**config.mk**
```make
export PLATFORM = sky130hd
export DESIGN_NAME = uscs_top
export DESIGN_NICKNAME = d
export VERILOG_FILES = /design/src/common/uscs_pkg.sv /design/src/rtl/uscs_clk_sel.sv /design/src/rtl/uscs_tx_shift.sv /design/src/rtl/uscs_top.sv
export SDC_FILE = /design/constraint.sdc
export NUM_CORES = 1
export LEC_CHECK = 0
export ABC_AREA = 1
export ABC_CLOCK_PERIOD_IN_PS = 2800
export CORE_MARGIN = 4
export CORE_UTILIZATION = 35
export CTS_CLUSTER_DIAMETER = 80
export CTS_CLUSTER_SIZE = 14
export DETAILED_ROUTE_END_ITERATION = 8
export DONT_BUFFER_PORTS = 1
export GPL_ROUTABILITY_DRIVEN = 1
export SLEW_MARGIN = 20
export SYNTH_ARGS = -nofsm -noshare
export SYNTH_HDL_FRONTEND = slang
export SYNTH_SLANG_ARGS = --single-unit
```
**constraint.sdc**
```tcl
create_clock -name CLK_IN -period 2.8 [get_ports CLK_IN]
set_input_delay 0.42 -clock CLK_IN [delete_from_list [all_inputs] [get_ports CLK_IN]]
set_output_delay 0.42 -clock CLK_IN [all_outputs]
set_load 0.005 [all_outputs]
```
**src/common/uscs_pkg.sv**
```systemverilog
`default_nettype none
package uscs_pkg;
   localparam logic [15:0] RX_BUF_ADDR = 16'hff51;
   localparam logic [15:0] TX_BUF_ADDR = 16'hff52;
   localparam logic [15:0] RX_ERR_ADDR = 16'hff53;
   localparam logic [15:0] TX_STAT_ADDR = 16'hff55;
   localparam logic [15:0] CKS_ADDR = 16'hff56;

   localparam logic [7:0] RX_ERR_RST = 8'h00;
   localparam logic [7:0] TX_STAT_RST = 8'h00;
   localparam logic [3:0] CKS_RST = 4'h0;
   localparam logic [7:0] RX_BUF_RST = 8'hff;
   localparam logic [7:0] TX_BUF_RST = 8'hff;
   localparam logic [7:0] UNMAPPED_VAL = 8'h00;

   localparam int PE_POS = 2;
   localparam int FE_POS = 1;
   localparam int OVE_POS = 0;
   localparam int TXBF_POS = 1;
   localparam int TXSF_POS = 0;
   localparam int ERR_W = 3;
   localparam int CKS_SEL_W = 4;

   localparam logic [3:0] CKS_DIV_MAX = 4'ha;
   localparam logic [3:0] CKS_TIMER = 4'hb;
   localparam int PRESCALE_W = 10;
   localparam int FRAME_W = 12;

   typedef enum logic [1:0] {
      PAR_NONE = 2'b00,
      PAR_ZERO = 2'b01,
      PAR_ODD = 2'b10,
      PAR_EVEN = 2'b11
   } uscs_par_t;

   typedef enum logic [2:0] {
      RX_IDLE = 3'b000,
      RX_START = 3'b001,
      RX_DATA = 3'b010,
      RX_PAR = 3'b011,
      RX_STOP = 3'b100
   } uscs_rx_st_t;

   typedef struct packed {
      logic power;
      logic tx_en;
      logic rx_en;
      uscs_par_t parity;
      logic char8;
      logic stop2;
   } uscs_mode_t;

   typedef struct packed {
      logic [15:0] addr;
      logic rd;
      logic wr;
      logic [7:0] wdata;
   } uscs_bus_req_t;
endpackage
`default_nettype wire

```
**src/rtl/uscs_clk_sel.sv**
```systemverilog
`timescale 1ns/1ps
`default_nettype none
module uscs_clk_sel #(
   parameter int PRE_W = uscs_pkg::PRESCALE_W
) (
   input wire logic clk_in,
   input wire logic rst_n_in,
   input wire logic run_in,
   input wire logic [3:0] sel_in,
   input wire logic timer_in,
   input wire logic [7:0] div_k_in,
   output logic half_tick_out
);
   logic [PRE_W-1:0] pre_ff;
   logic timer_q_ff;
   logic [7:0] div_ff;
   logic half_ff;
   wire [PRE_W:0] mask_w;
   wire pre_tick;
   wire timer_edge;
   wire base_tick;
   wire div_end;

   // Power-of-two prescaler; a code's tick is all low bits set
   assign mask_w = ((PRE_W+1)'(1) << sel_in) - (PRE_W+1)'(1);
   assign pre_tick = (pre_ff & mask_w[PRE_W-1:0]) == mask_w[PRE_W-1:0];
   assign timer_edge = timer_in & ~timer_q_ff;
   // Prohibited codes give no tick at all rather than a random rate
   assign base_tick = (sel_in <= uscs_pkg::CKS_DIV_MAX) ? pre_tick :
                      (sel_in == uscs_pkg::CKS_TIMER) ? timer_edge : 1'b0;
   assign div_end = div_ff == (div_k_in - 8'h01);
   assign half_tick_out = half_ff;

   always_ff @(posedge clk_in) begin
      if (!rst_n_in || !run_in) begin
         pre_ff <= '0;
         timer_q_ff <= 1'b0;
         div_ff <= 8'h00;
         half_ff <= 1'b0;
      end else begin
         pre_ff <= pre_ff + PRE_W'(1);
         timer_q_ff <= timer_in;
         half_ff <= base_tick & div_end;
         if (base_tick) begin
            div_ff <= div_end ? 8'h00 : div_ff + 8'h01;
         end
      end
   end
endmodule
`default_nettype wire

```
**src/rtl/uscs_tx_shift.sv**
```systemverilog
`timescale 1ns/1ps
`default_nettype none
module uscs_tx_shift #(
   parameter int FW = uscs_pkg::FRAME_W
) (
   input wire logic clk_in,
   input wire logic rst_n_in,
   input wire logic clr_in,
   input wire logic half_tick_in,
   input wire logic buf_full_in,
   input wire logic [7:0] buf_data_in,
   input wire uscs_pkg::uscs_mode_t mode_in,
   output logic take_out,
   output logic busy_out,
   output logic txd_out
);
   logic [FW-1:0] sh_ff;
   logic [FW-1:0] frame;
   logic [3:0] left_ff;
   logic [3:0] nbits;
   logic ph_ff;
   logic busy_ff;
   logic pbit;
   wire [7:0] chr;
   wire par_on;
   wire bit_end;
   wire last;

   assign chr = mode_in.char8 ? buf_data_in : {1'b0, buf_data_in[6:0]};
   assign par_on = mode_in.parity != uscs_pkg::PAR_NONE;
   assign bit_end = busy_ff & half_tick_in & ph_ff;
   assign last = bit_end & (left_ff == 4'h1);
   // Reload on the last half tick so frames follow with no idle bit
   assign take_out = ~clr_in & buf_full_in & (~busy_ff | last);
   assign busy_out = busy_ff;
   assign txd_out = busy_ff ? sh_ff[0] : 1'b1;

   always_comb begin
      frame = '1;
      frame[0] = 1'b0;
      case (mode_in.parity)
         uscs_pkg::PAR_ODD: pbit = ~^chr;
         uscs_pkg::PAR_EVEN: pbit = ^chr;
         default: pbit = 1'b0;
      endcase
      if (mode_in.char8) begin
         frame[8:1] = buf_data_in;
      end else begin
         frame[7:1] = buf_data_in[6:0];
      end
      if (par_on) begin
         frame[mode_in.char8 ? 9 : 8] = pbit;
      end
      nbits = 4'h1 + (mode_in.char8 ? 4'h8 : 4'h7) + {3'h0, par_on} +
              (mode_in.stop2 ? 4'h2 : 4'h1);
   end

   always_ff @(posedge clk_in) begin
      if (!rst_n_in || clr_in) begin
         sh_ff <= '1;
         left_ff <= 4'h0;
         ph_ff <= 1'b0;
         busy_ff <= 1'b0;
      end else if (take_out) begin
         sh_ff <= frame;
         left_ff <= nbits;
         ph_ff <= 1'b0;
         busy_ff <= 1'b1;
      end else if (busy_ff && half_tick_in) begin
         ph_ff <= ~ph_ff;
         if (bit_end) begin
            sh_ff <= {1'b1, sh_ff[FW-1:1]};
            left_ff <= left_ff - 4'h1;
            busy_ff <= ~last;
         end
      end
   end
endmodule
`default_nettype wire

```
**src/rtl/uscs_top.sv**
```systemverilog
`timescale 1ns/1ps
`default_nettype none
module uscs_top (
   input wire logic CLK_IN,
   input wire logic RST_N_IN,
   input wire uscs_pkg::uscs_bus_req_t BUS_IN,
   input wire uscs_pkg::uscs_mode_t MODE_IN,
   input wire logic [7:0] DIV_K_IN,
   input wire logic COMPANION_TIMER_IN,
   input wire logic RXD_IN,
   output logic [7:0] RDATA_OUT,
   output logic RVALID_OUT,
   output logic WAIT_OUT,
   output logic TXD_OUT
);
   logic [uscs_pkg::ERR_W-1:0] err_ff;
   logic [uscs_pkg::ERR_W-1:0] err_set;
   logic txbf_ff;
   logic [3:0] cks_ff;
   logic [7:0] txb_ff;
   logic [7:0] rxb_ff;
   logic rx_full_ff;
   logic [7:0] rdata_ff;
   logic rvalid_ff;
   logic wait_ff;
   logic txd_ff;

   uscs_pkg::uscs_rx_st_t rx_st_ff;
   uscs_pkg::uscs_rx_st_t nxt_rx_st;
   logic [3:0] rx_cnt_ff;
   logic [3:0] nxt_rx_cnt;
   logic [7:0] rx_sh_ff;
   logic [7:0] nxt_rx_sh;
   logic rx_pbit_ff;
   logic nxt_rx_pbit;
   logic rx_ph_ff;
   logic rx_done;

   wire half_tick;
   wire tx_take;
   wire tx_busy;
   wire tx_txd;

   // Bus decode; requests during a wait cycle are ignored
   wire bus_ok;
   wire rd_rxb;
   wire wr_txb;
   wire rd_txb;
   wire rd_err;
   wire rd_txs;
   wire rd_cks;
   wire wr_cks;
   wire [7:0] rd_val;

   assign bus_ok = ~wait_ff;
   assign rd_rxb = bus_ok & BUS_IN.rd & (BUS_IN.addr == uscs_pkg::RX_BUF_ADDR);
   assign rd_txb = bus_ok & BUS_IN.rd & (BUS_IN.addr == uscs_pkg::TX_BUF_ADDR);
   assign wr_txb = bus_ok & BUS_IN.wr & (BUS_IN.addr == uscs_pkg::TX_BUF_ADDR);
   assign rd_err = bus_ok & BUS_IN.rd & (BUS_IN.addr == uscs_pkg::RX_ERR_ADDR);
   assign rd_txs = bus_ok & BUS_IN.rd & (BUS_IN.addr == uscs_pkg::TX_STAT_ADDR);
   assign rd_cks = bus_ok & BUS_IN.rd & (BUS_IN.addr == uscs_pkg::CKS_ADDR);
   assign wr_cks = bus_ok & BUS_IN.wr & (BUS_IN.addr == uscs_pkg::CKS_ADDR);

   // Disable conditions act as synchronous clears of the status
   wire rx_off;
   wire tx_off;
   assign rx_off = ~MODE_IN.power | ~MODE_IN.rx_en;
   assign tx_off = ~MODE_IN.power | ~MODE_IN.tx_en;

   wire [7:0] tx_stat;
   assign tx_stat = {6'h00, txbf_ff, tx_busy};

   assign rd_val = rd_rxb ? rxb_ff :
                   rd_txb ? txb_ff :
                   rd_err ? {5'h00, err_ff} :
                   rd_txs ? tx_stat :
                   rd_cks ? {4'h0, cks_ff} :
                   uscs_pkg::UNMAPPED_VAL;

   uscs_clk_sel u_clk_sel (
      .clk_in(CLK_IN),
      .rst_n_in(RST_N_IN),
      .run_in(MODE_IN.power),
      .sel_in(cks_ff),
      .timer_in(COMPANION_TIMER_IN),
      .div_k_in(DIV_K_IN),
      .half_tick_out(half_tick)
   );

   uscs_tx_shift u_tx (
      .clk_in(CLK_IN),
      .rst_n_in(RST_N_IN),
      .clr_in(tx_off),
      .half_tick_in(half_tick),
      .buf_full_in(txbf_ff),
      .buf_data_in(txb_ff),
      .mode_in(MODE_IN),
      .take_out(tx_take),
      .busy_out(tx_busy),
      .txd_out(tx_txd)
   );

   // Receive framing, sampled at mid-bit on every second half tick
   wire rx_sample;
   wire par_on;
   wire par_chk;
   wire [7:0] rx_data;
   wire [3:0] rx_len;
   wire par_bad;
   wire rx_ovr;

   assign rx_sample = half_tick & ~rx_ph_ff & (rx_st_ff != uscs_pkg::RX_IDLE);
   assign par_on = MODE_IN.parity != uscs_pkg::PAR_NONE;
   // Zero parity still expects the bit but never judges it
   assign par_chk = MODE_IN.parity[1];
   assign rx_len = MODE_IN.char8 ? 4'h8 : 4'h7;
   assign rx_data = MODE_IN.char8 ? rx_sh_ff : {1'b0, rx_sh_ff[7:1]};
   assign par_bad = par_chk & ((^{rx_data, rx_pbit_ff}) ==
                    (MODE_IN.parity == uscs_pkg::PAR_EVEN));
   // A same-cycle buffer read frees the buffer, so no overrun then
   assign rx_ovr = rx_full_ff & ~rd_rxb;

   always_comb begin
      nxt_rx_st = rx_st_ff;
      nxt_rx_cnt = rx_cnt_ff;
      nxt_rx_sh = rx_sh_ff;
      nxt_rx_pbit = rx_pbit_ff;
      rx_done = 1'b0;
      case (rx_st_ff)
         uscs_pkg::RX_IDLE: begin
            if (half_tick && !RXD_IN) begin
               nxt_rx_st = uscs_pkg::RX_START;
            end
         end
         uscs_pkg::RX_START: begin
            nxt_rx_cnt = 4'h0;
            if (rx_sample) begin
               nxt_rx_st = RXD_IN ? uscs_pkg::RX_IDLE : uscs_pkg::RX_DATA;
            end
         end
         uscs_pkg::RX_DATA: begin
            if (rx_sample) begin
               nxt_rx_sh = {RXD_IN, rx_sh_ff[7:1]};
               nxt_rx_cnt = rx_cnt_ff + 4'h1;
               if (rx_cnt_ff == rx_len - 4'h1) begin
                  nxt_rx_st = par_on ? uscs_pkg::RX_PAR : uscs_pkg::RX_STOP;
               end
            end
         end
         uscs_pkg::RX_PAR: begin
            if (rx_sample) begin
               nxt_rx_pbit = RXD_IN;
               nxt_rx_st = uscs_pkg::RX_STOP;
            end
         end
         uscs_pkg::RX_STOP: begin
            // Back to idle after the first stop bit; a second one is idle line
            if (rx_sample) begin
               rx_done = 1'b1;
               nxt_rx_st = uscs_pkg::RX_IDLE;
            end
         end
         default: begin
            nxt_rx_st = uscs_pkg::RX_IDLE;
         end
      endcase
   end

   always_ff @(posedge CLK_IN) begin
      if (!RST_N_IN || rx_off) begin
         rx_st_ff <= uscs_pkg::RX_IDLE;
         rx_cnt_ff <= 4'h0;
         rx_sh_ff <= 8'h00;
         rx_pbit_ff <= 1'b0;
         rx_ph_ff <= 1'b0;
      end else begin
         rx_st_ff <= nxt_rx_st;
         rx_cnt_ff <= nxt_rx_cnt;
         rx_sh_ff <= nxt_rx_sh;
         rx_pbit_ff <= nxt_rx_pbit;
         rx_ph_ff <= (rx_st_ff == uscs_pkg::RX_IDLE) ? 1'b0 : rx_ph_ff ^ half_tick;
      end
   end

   // Receive buffer, written at the same completion that updates the flags
   always_ff @(posedge CLK_IN) begin
      if (!RST_N_IN || !MODE_IN.power) begin
         rxb_ff <= uscs_pkg::RX_BUF_RST;
         rx_full_ff <= 1'b0;
      end else if (rx_done && !rx_ovr) begin
         rxb_ff <= rx_data;
         rx_full_ff <= 1'b1;
      end else if (rd_rxb) begin
         rx_full_ff <= 1'b0;
      end
   end

   assign err_set[uscs_pkg::PE_POS] = rx_done & par_bad;
   assign err_set[uscs_pkg::FE_POS] = rx_done & ~RXD_IN;
   assign err_set[uscs_pkg::OVE_POS] = rx_done & rx_ovr;

   // A new error in the read cycle survives the clear-on-read
   for (genvar i = 0; i < uscs_pkg::ERR_W; i++) begin : g_err
      always_ff @(posedge CLK_IN) begin
         if (!RST_N_IN || rx_off) begin
            err_ff[i] <= uscs_pkg::RX_ERR_RST[i];
         end else if (err_set[i]) begin
            err_ff[i] <= 1'b1;
         end else if (rd_err) begin
            err_ff[i] <= 1'b0;
         end
      end
   end

   // Transmit buffer and its full flag; a write wins over the move
   always_ff @(posedge CLK_IN) begin
      if (!RST_N_IN || tx_off) begin
         txbf_ff <= uscs_pkg::TX_STAT_RST[uscs_pkg::TXBF_POS];
      end else if (wr_txb) begin
         txbf_ff <= 1'b1;
      end else if (tx_take) begin
         txbf_ff <= 1'b0;
      end
   end

   always_ff @(posedge CLK_IN) begin
      if (!RST_N_IN) begin
         txb_ff <= uscs_pkg::TX_BUF_RST;
         cks_ff <= uscs_pkg::CKS_RST;
      end else begin
         if (wr_txb) begin
            txb_ff <= BUS_IN.wdata;
         end
         if (wr_cks) begin
            cks_ff <= BUS_IN.wdata[uscs_pkg::CKS_SEL_W-1:0];
         end
      end
   end

   // Read answer: one cycle later, or two with a wait for error status
   always_ff @(posedge CLK_IN) begin
      if (!RST_N_IN) begin
         rdata_ff <= 8'h00;
         rvalid_ff <= 1'b0;
         wait_ff <= 1'b0;
         txd_ff <= 1'b1;
      end else begin
         txd_ff <= tx_txd;
         wait_ff <= rd_err;
         rvalid_ff <= wait_ff | (bus_ok & BUS_IN.rd & ~rd_err);
         if (bus_ok && BUS_IN.rd) begin
            rdata_ff <= rd_val;
         end
      end
   end

   assign RDATA_OUT = rdata_ff;
   assign RVALID_OUT = rvalid_ff;
   assign WAIT_OUT = wait_ff;
   assign TXD_OUT = txd_ff;
endmodule
`default_nettype wire

```
==> flow_summary.ini, run 1 <==
[run_status]
outcome = finished clean

[clocking]
clock_tree.buffer_depth = 2
cts_made_buffers = 9
ctsHoldBuffers = 0
clock-sinks = 89
cts_max_level = 3
post_cts_resized = 0
clkTransAtPathRegs_ns = 0.07
postCtsSetupBuffers = 0
cts_root_buffer = clkbuf_16
clkLatencyLatePin_ns = 0.34
cts_tree = built

[floorplanning]
start_util_pct = 35.8
dieHeight_um = 130
dieArea_um2 = 16900
pin_count = 56
num_rows = 44
die_w_um = 130
core-area_um2 = 14500

[setup_path]
crit_type = register to register
crit_start = cks_ff[1]
arrival_ns = 2.36
timing.rr.start = cks_ff[1]
start_kind = register
r2r_slack_ns = 0.66
crit_fanout = 9
crit_path_end_kind = register
r2r_cells = 14
crit_end = u_clk_sel.div_ff[1]
worstReg2RegEnd = u_clk_sel.div_ff[1]
required_ns = 3.02

[route]
firstDrtPassIters = 4
initialDrtViolationCount = 298
route.detailed.drc = 0
vias_per_cell = 4.85
routedWlPerCell_um = 12.3
drt_wl_total_um = 11800
via_count = 4659
antenna_left = 0

[finish]
antennaDiodeCount = 0
area_growth_pct = 8.86
fin_nets = 830
drive_above_1_share_pct = 9.01
final_util_pct = 38.9
final_cells = 961
nFillCells = 1588
fin_area_um2 = 5660

[grt]
grt_pass1_wl_um = 19700
grt_overflow = 0
grt_pass1_vias = 4147
grt_max_degree = 26
grtUsageTotal_pct = 14.3
antenna_found_initial = 0

[logic_synthesis]
yosysUniqueCellTypes = 44
synth_seq_cells = 89
syn_area_per_cell_um2 = 6.70
async_flop_share_pct = 0
synth-main-ff-cell = dfxtp_1
yosys_warnings = 0
synth_edf_count = 0
synth_area_leaders = dfxtp_1, nand2_1, nand3_1
synth_top_area_cell = dfxtp_1
yosysTopAreaCellShare_pct = 34.3
synth_common_cells = nand2_1, inv_1, nand3_1, dfxtp_1, nor2_1
syn-num-nets = 834
synthCells = 776
synth_most_common_cell = nand2_1
synth_seq_area_share_pct = 34.3
netlist_area_um2 = 5200

[placement]
hpwlAfterDp_um = 9040
postPlaceCellArea_um2 = 5370
dp.cells = 945
io_buffer_count = 0
finalWeightedCongestion = 0.844

[sta]
worst_pin_slew_ns = 0.709
period_share_pct = 76.4
fmax_ghz = 0.467
setup-tns-final_ns = 0
period_minus_slack_ns = 2.14
final_max_slew_viol_count = 0
hold_ws_ns = 0.174
fin_skew_ns = 0.0108
hold_viol = 0
finalSetupViolCount = 0
rsz0062_at_grt = false
relSlewSlack_pct = 52.6

[power]
power_density_nw_per_um2 = 460
power.ir.vdd_worst_mv = 0.235
power.static_leakage_nw = 2.54

[hold_path]
hold_path.class = primary input to register

[flow_run]
cap_violations = 0
-- logic make-up (layout without fill, tap and decap cells) --
| family | Yosys count | count (layout) | synth area share (%) |
|---|---|---|---|
| buffers and inverters | 140 | 141 | 10.8 |
| flip-flops | 89 | 89 | 34.3 |
| adder cells (fa/ha/maj) | 13 | 13 | 3.13 |
| AND/OR/NAND/NOR | 398 | 398 | 35.4 |
| AO/OA/AOI/OAI | 111 | 111 | 12.3 |
| XOR/XNOR | 25 | 25 | 4.21 |
-- worst min-delay path by stage --
stage	cells past startpoint	end	start
final	1	txb_ff[7]	RST_N_IN
after global routing	1	txb_ff[5]	RST_N_IN
after CTS	1	txb_ff[7]	RST_N_IN
after detailed placement	2	TXD_OUT	u_tx.sh_ff[0]
after global placement	2	TXD_OUT	u_tx.sh_ff[0]
after floorplan	2	TXD_OUT	u_tx.sh_ff[0]
-- stage by stage --
step	setup WS, ns	power [W]
after floorplan	0.839	0.00140
after global placement	0.704	0.00142
after detailed placement	0.668	0.00142
after CTS	0.666	0.00264
after global routing	0.385	0.00272
final	0.660	0.00260
-- critical path, stage by stage (launching register included) --
cell	delay, ns
dfxtp_1	0.36
nor2_2	0.29
nand3_1	0.14
ha_1	0.30
nor2_1	0.04
a21oi_1	0.11
nand2_1	0.07
nor2_2	0.09
nand3_2	0.08
nor2_2	0.15
nand2_4	0.12
nand2_8	0.12
nand2_1	0.07
nand2_1	0.06
nor2_1	0.04
-- final cells by class --
cell class              instances  area, µm²  area share, %
inverters                     118        443           7.83
repair buffers                  7       52.6          0.929
flip-flops and latches         89       1780           31.5
clock buffers                  10        229           4.05
well taps                     184        230           4.07
multi-input cells             547       2860           50.5
clock inverters                 6       65.1           1.15
-- flip-flops by register name (all words and copies together), names as in the netlist --
signal                   count
rx_cnt_ff                    4
txbf_ff                      1
u_tx.left_ff                 4
rx_st_ff                     3
u_clk_sel.half_tick_out      1
rxb_ff                       8
u_tx.sh_ff                  10
u_clk_sel.timer_q_ff         1
txb_ff                       8
cks_ff                       4
rx_ph_ff                     1
RVALID_OUT                   1
WAIT_OUT                     1
RDATA_OUT                    8
rx_pbit_ff                   1
TXD_OUT                      1
u_tx.ph_ff                   1
u_tx.busy_out                1
rx_sh_ff                     8
u_clk_sel.div_ff             8
err_ff                       3
rx_full_ff                   1
u_clk_sel.pre_ff            10
-- layout by cell type (no fill, tap or decap), types with 4 or more instances in the layout --
cell type / Yosys / layout
a21oi_1: 41 / 41
nand2_2: 10 / 10
nand4_1: 16 / 16
a31oi_1: 4 / 4
nor2_1: 63 / 63
o21ai_0: 34 / 34
nand3b_1: 4 / 4
inv_1: 107 / 107
clkbuf_16: 0 / 9
buf_4: 2 / 7
inv_2: 11 / 11
xor2_1: 18 / 18
o211ai_1: 6 / 6
dfxtp_1: 89 / 89
nand3_2: 5 / 5
nor3_1: 13 / 13
xnor2_1: 7 / 7
o21ai_1: 8 / 8
nand2_1: 179 / 179
nand3_1: 91 / 91
ha_1: 13 / 13
nor2_2: 5 / 5
a21oi_2: 7 / 7
-- metal layers --
| layer | share of wire (%) | vias up | GRT usage, % |
|---|---|---|---|
| met4 | 1.1 | 0 | 4.28 |
| li1 | - | 2508 | - |
| met3 | 6.1 | 10 | 2.62 |
| met1 | 50 | 2035 | 20.7 |
| met5 | 0 | - | 0 |
| met2 | 42 | 106 | 21.7 |
-- report_power, final --
part / leakage, nW / switching, W / internal (W) / total [W]
Clock: 0.143 / 0.000515 / 0.000696 / 0.00121
Sequential: 0.719 / 0.00000434 / 0.00127 / 0.00127
Combinational: 1.68 / 0.0000781 / 0.0000403 / 0.000118
Total: 2.54 / 0.000597 / 0.00201 / 0.00260
Note: power is estimated with default switching activity, not from simulation.
==> inputs of run 2 (changes only) <==
--- a/config.mk
+++ b/config.mk
@@ -6,7 +6,7 @@
 export NUM_CORES = 1
 export LEC_CHECK = 0
 export ABC_AREA = 1
-export ABC_CLOCK_PERIOD_IN_PS = 2800
+export ABC_CLOCK_PERIOD_IN_PS = 1750
 export CORE_MARGIN = 4
 export CORE_UTILIZATION = 35
 export CTS_CLUSTER_DIAMETER = 80
==> constraint.sdc (replaced) <==
create_clock -name CLK_IN -period 1.75 [get_ports CLK_IN]
set_input_delay 0.2625 -clock CLK_IN [delete_from_list [all_inputs] [get_ports CLK_IN]]
set_output_delay 0.2625 -clock CLK_IN [all_outputs]
set_load 0.005 [all_outputs]
==> run 2 against run 1 <==
Effect of this change: the run now ends with setup timing left; cell count is 2.8% higher; first-iteration DRC count is 31% lower; sequential power is 61% higher; fmax is 12% higher; critical path depth is 1 lower; clock power is 57% higher; core utilization is 1.9 points higher; worst setup slack worse by 0.82 ns; register-to-register slack worse by 0.82 ns.
==> flow_summary.ini, run 2 (same netlist as run 1, synthesis figures left out) <==
[run_status]
outcome = finished with violations
violations = setup timing

[grt]
grtUsageTotal_pct = 14.6
met2_usage_pct = 23.0
grtUsageMet3_pct = 3.36
top_usage_layer = met2
grt_pass1_vias = 4353
grt_max_degree = 26
antenna_found_initial = 0
grt_overflow = 0
grt_pass1_wl_um = 20300
grt_util_met1_pct = 20.1

[sta]
setup-tns-final_ns = -1.18
fin_skew_ns = 0.00715
relSlewSlack_pct = 67.0
fmax_ghz = 0.524
setup_slack_ns = -0.158
finalSetupViolCount = 9
period_minus_slack_ns = 1.91
worst_pin_slew_ns = 0.494
final_max_slew_viol_count = 0
hold_viol = 0
hold_ws_ns = 0.0109
period_share_pct = 109
rsz0062_at_grt = true

[placement]
finalWeightedCongestion = 0.822
dp.cells = 968
dp_worst_setup_slack_ns = -0.123
hpwlAfterDp_um = 9310
io_buffer_count = 0

[floorplanning]
die_w_um = 130
core-area_um2 = 14500
start_util_pct = 35.8
dieHeight_um = 130
num_rows = 44
dieArea_um2 = 16900
pin_count = 56

[clocking]
clkTransAtPathRegs_ns = 0.06
clock-sinks = 89
cts_made_buffers = 9
cts_tree = built
ctsHoldBuffers = 0
clkLatencyLatePin_ns = 0.33
clock_tree.buffer_depth = 2
cts_root_buffer = clkbuf_16
cts_max_level = 3

[finish]
area_growth_pct = 14.3
top_regs = u_clk_sel.pre_ff: 10 flops, u_tx.sh_ff: 10 flops
drive_above_1_share_pct = 13.6
fin_nets = 858
final_cells = 988
antennaDiodeCount = 0
layout_common_cells = nand2_1, inv_1, dfxtp_1, nand3_1, nor2_1
final_common_cell = nand2_1

[power]
power_density_nw_per_um2 = 697
power.static_leakage_nw = 2.69
power_w = 0.00414
power.ir.vdd_worst_mv = 0.475

[route]
initialDrtViolationCount = 205
routedWlPerCell_um = 12.3
via_count = 4706
vias_per_cell = 4.76
firstDrtPassIters = 4
drt_wl_total_um = 12200
antenna_left = 0
route.detailed.drc = 0

[hold_path]
hold_path.class = primary input to register

[setup_path]
crit_type = register to register
crit_path_end_kind = register
crit_fanout = 5
arrival_ns = 2.13
crit_buf_inv = 1
start_kind = register
required_ns = 1.97
path_delay_family = simple AND/OR/NAND/NOR gates
crit_path_cell_trace = nor2_4, nand3_2, ha_4, nor2_2, a21oi_2, nand2_1, nor2_2, nand3_2, nor2_4, buf_4, nand2_4, nand3_1, a21oi_2
crit_slowest_cell = dfxtp_2
slowest_delay_ns = 0.33

[flow_run]
cap_violations = 0
-- run 2: cell types whose count changed in the layout (fill, tap and decap cells not counted), sizes merged --
| cell | change |
|---|---|
| nand2 | +2 |
| inv | -2 |
| buf | +26 |
| clkbuf | +3 |
| clkinvlp | -1 |
| clkinv | -1 |
-- run 2: timing repair --
item                                    4_1_cts  5_1_grt
gates cloned                                  1        1
resized for setup                             1       11
pin swaps                                     1        8
endpoints found under the setup margin        9        9
buffers inserted                              1        2
-- run 2: where the power goes --
| part | switching [W] | internal, W | total [W] |
|---|---|---|---|
| Clock | 0.000759 | 0.00114 | 0.00190 |
| Sequential | 0.00000765 | 0.00203 | 0.00204 |
| Combinational | 0.000127 | 0.0000718 | 0.000199 |
| Total | 0.000893 | 0.00325 | 0.00414 |
-- run 2: final timing paths --
| path | startpoint | endpoint | slack [ns] | cells after the start |
|---|---|---|---|---|
| max reg2reg | cks_ff[1] | u_clk_sel.div_ff[3] | -0.16 | 13 |
| min reg2reg | u_tx.sh_ff[0] | TXD_OUT | 0.43 | 2 |
| max | cks_ff[1] | u_clk_sel.div_ff[3] | -0.16 | 13 |
| min | RST_N_IN | TXD_OUT | 0.01 | 1 |
-- run 2: per-layer routing --
metal	up-vias	part of all wire (%)	wire length [µm]
met4	0	0.67	81
met3	7	6.3	770
li1	2564	-	-
met1	2043	50	6040
met5	-	0	0
met2	92	43	5290
-- run 2: area by class of cell --
class	instances	area [µm²]
tap	184	230
multi-input combinational	549	2940
clock inverter	2	38.8
timing repair buffer	33	248
fill	1529	8590
inverter	118	445
sequential	89	1790
clock buffer	13	250
-- run 2: metrics by stage --
step,util (%),cell area (µm²)
floorplan,-,5230
global placement,38.3,5560
detailed placement,38.3,5560
CTS,40.4,5870
global route,40.9,5940
finish,40.9,5940
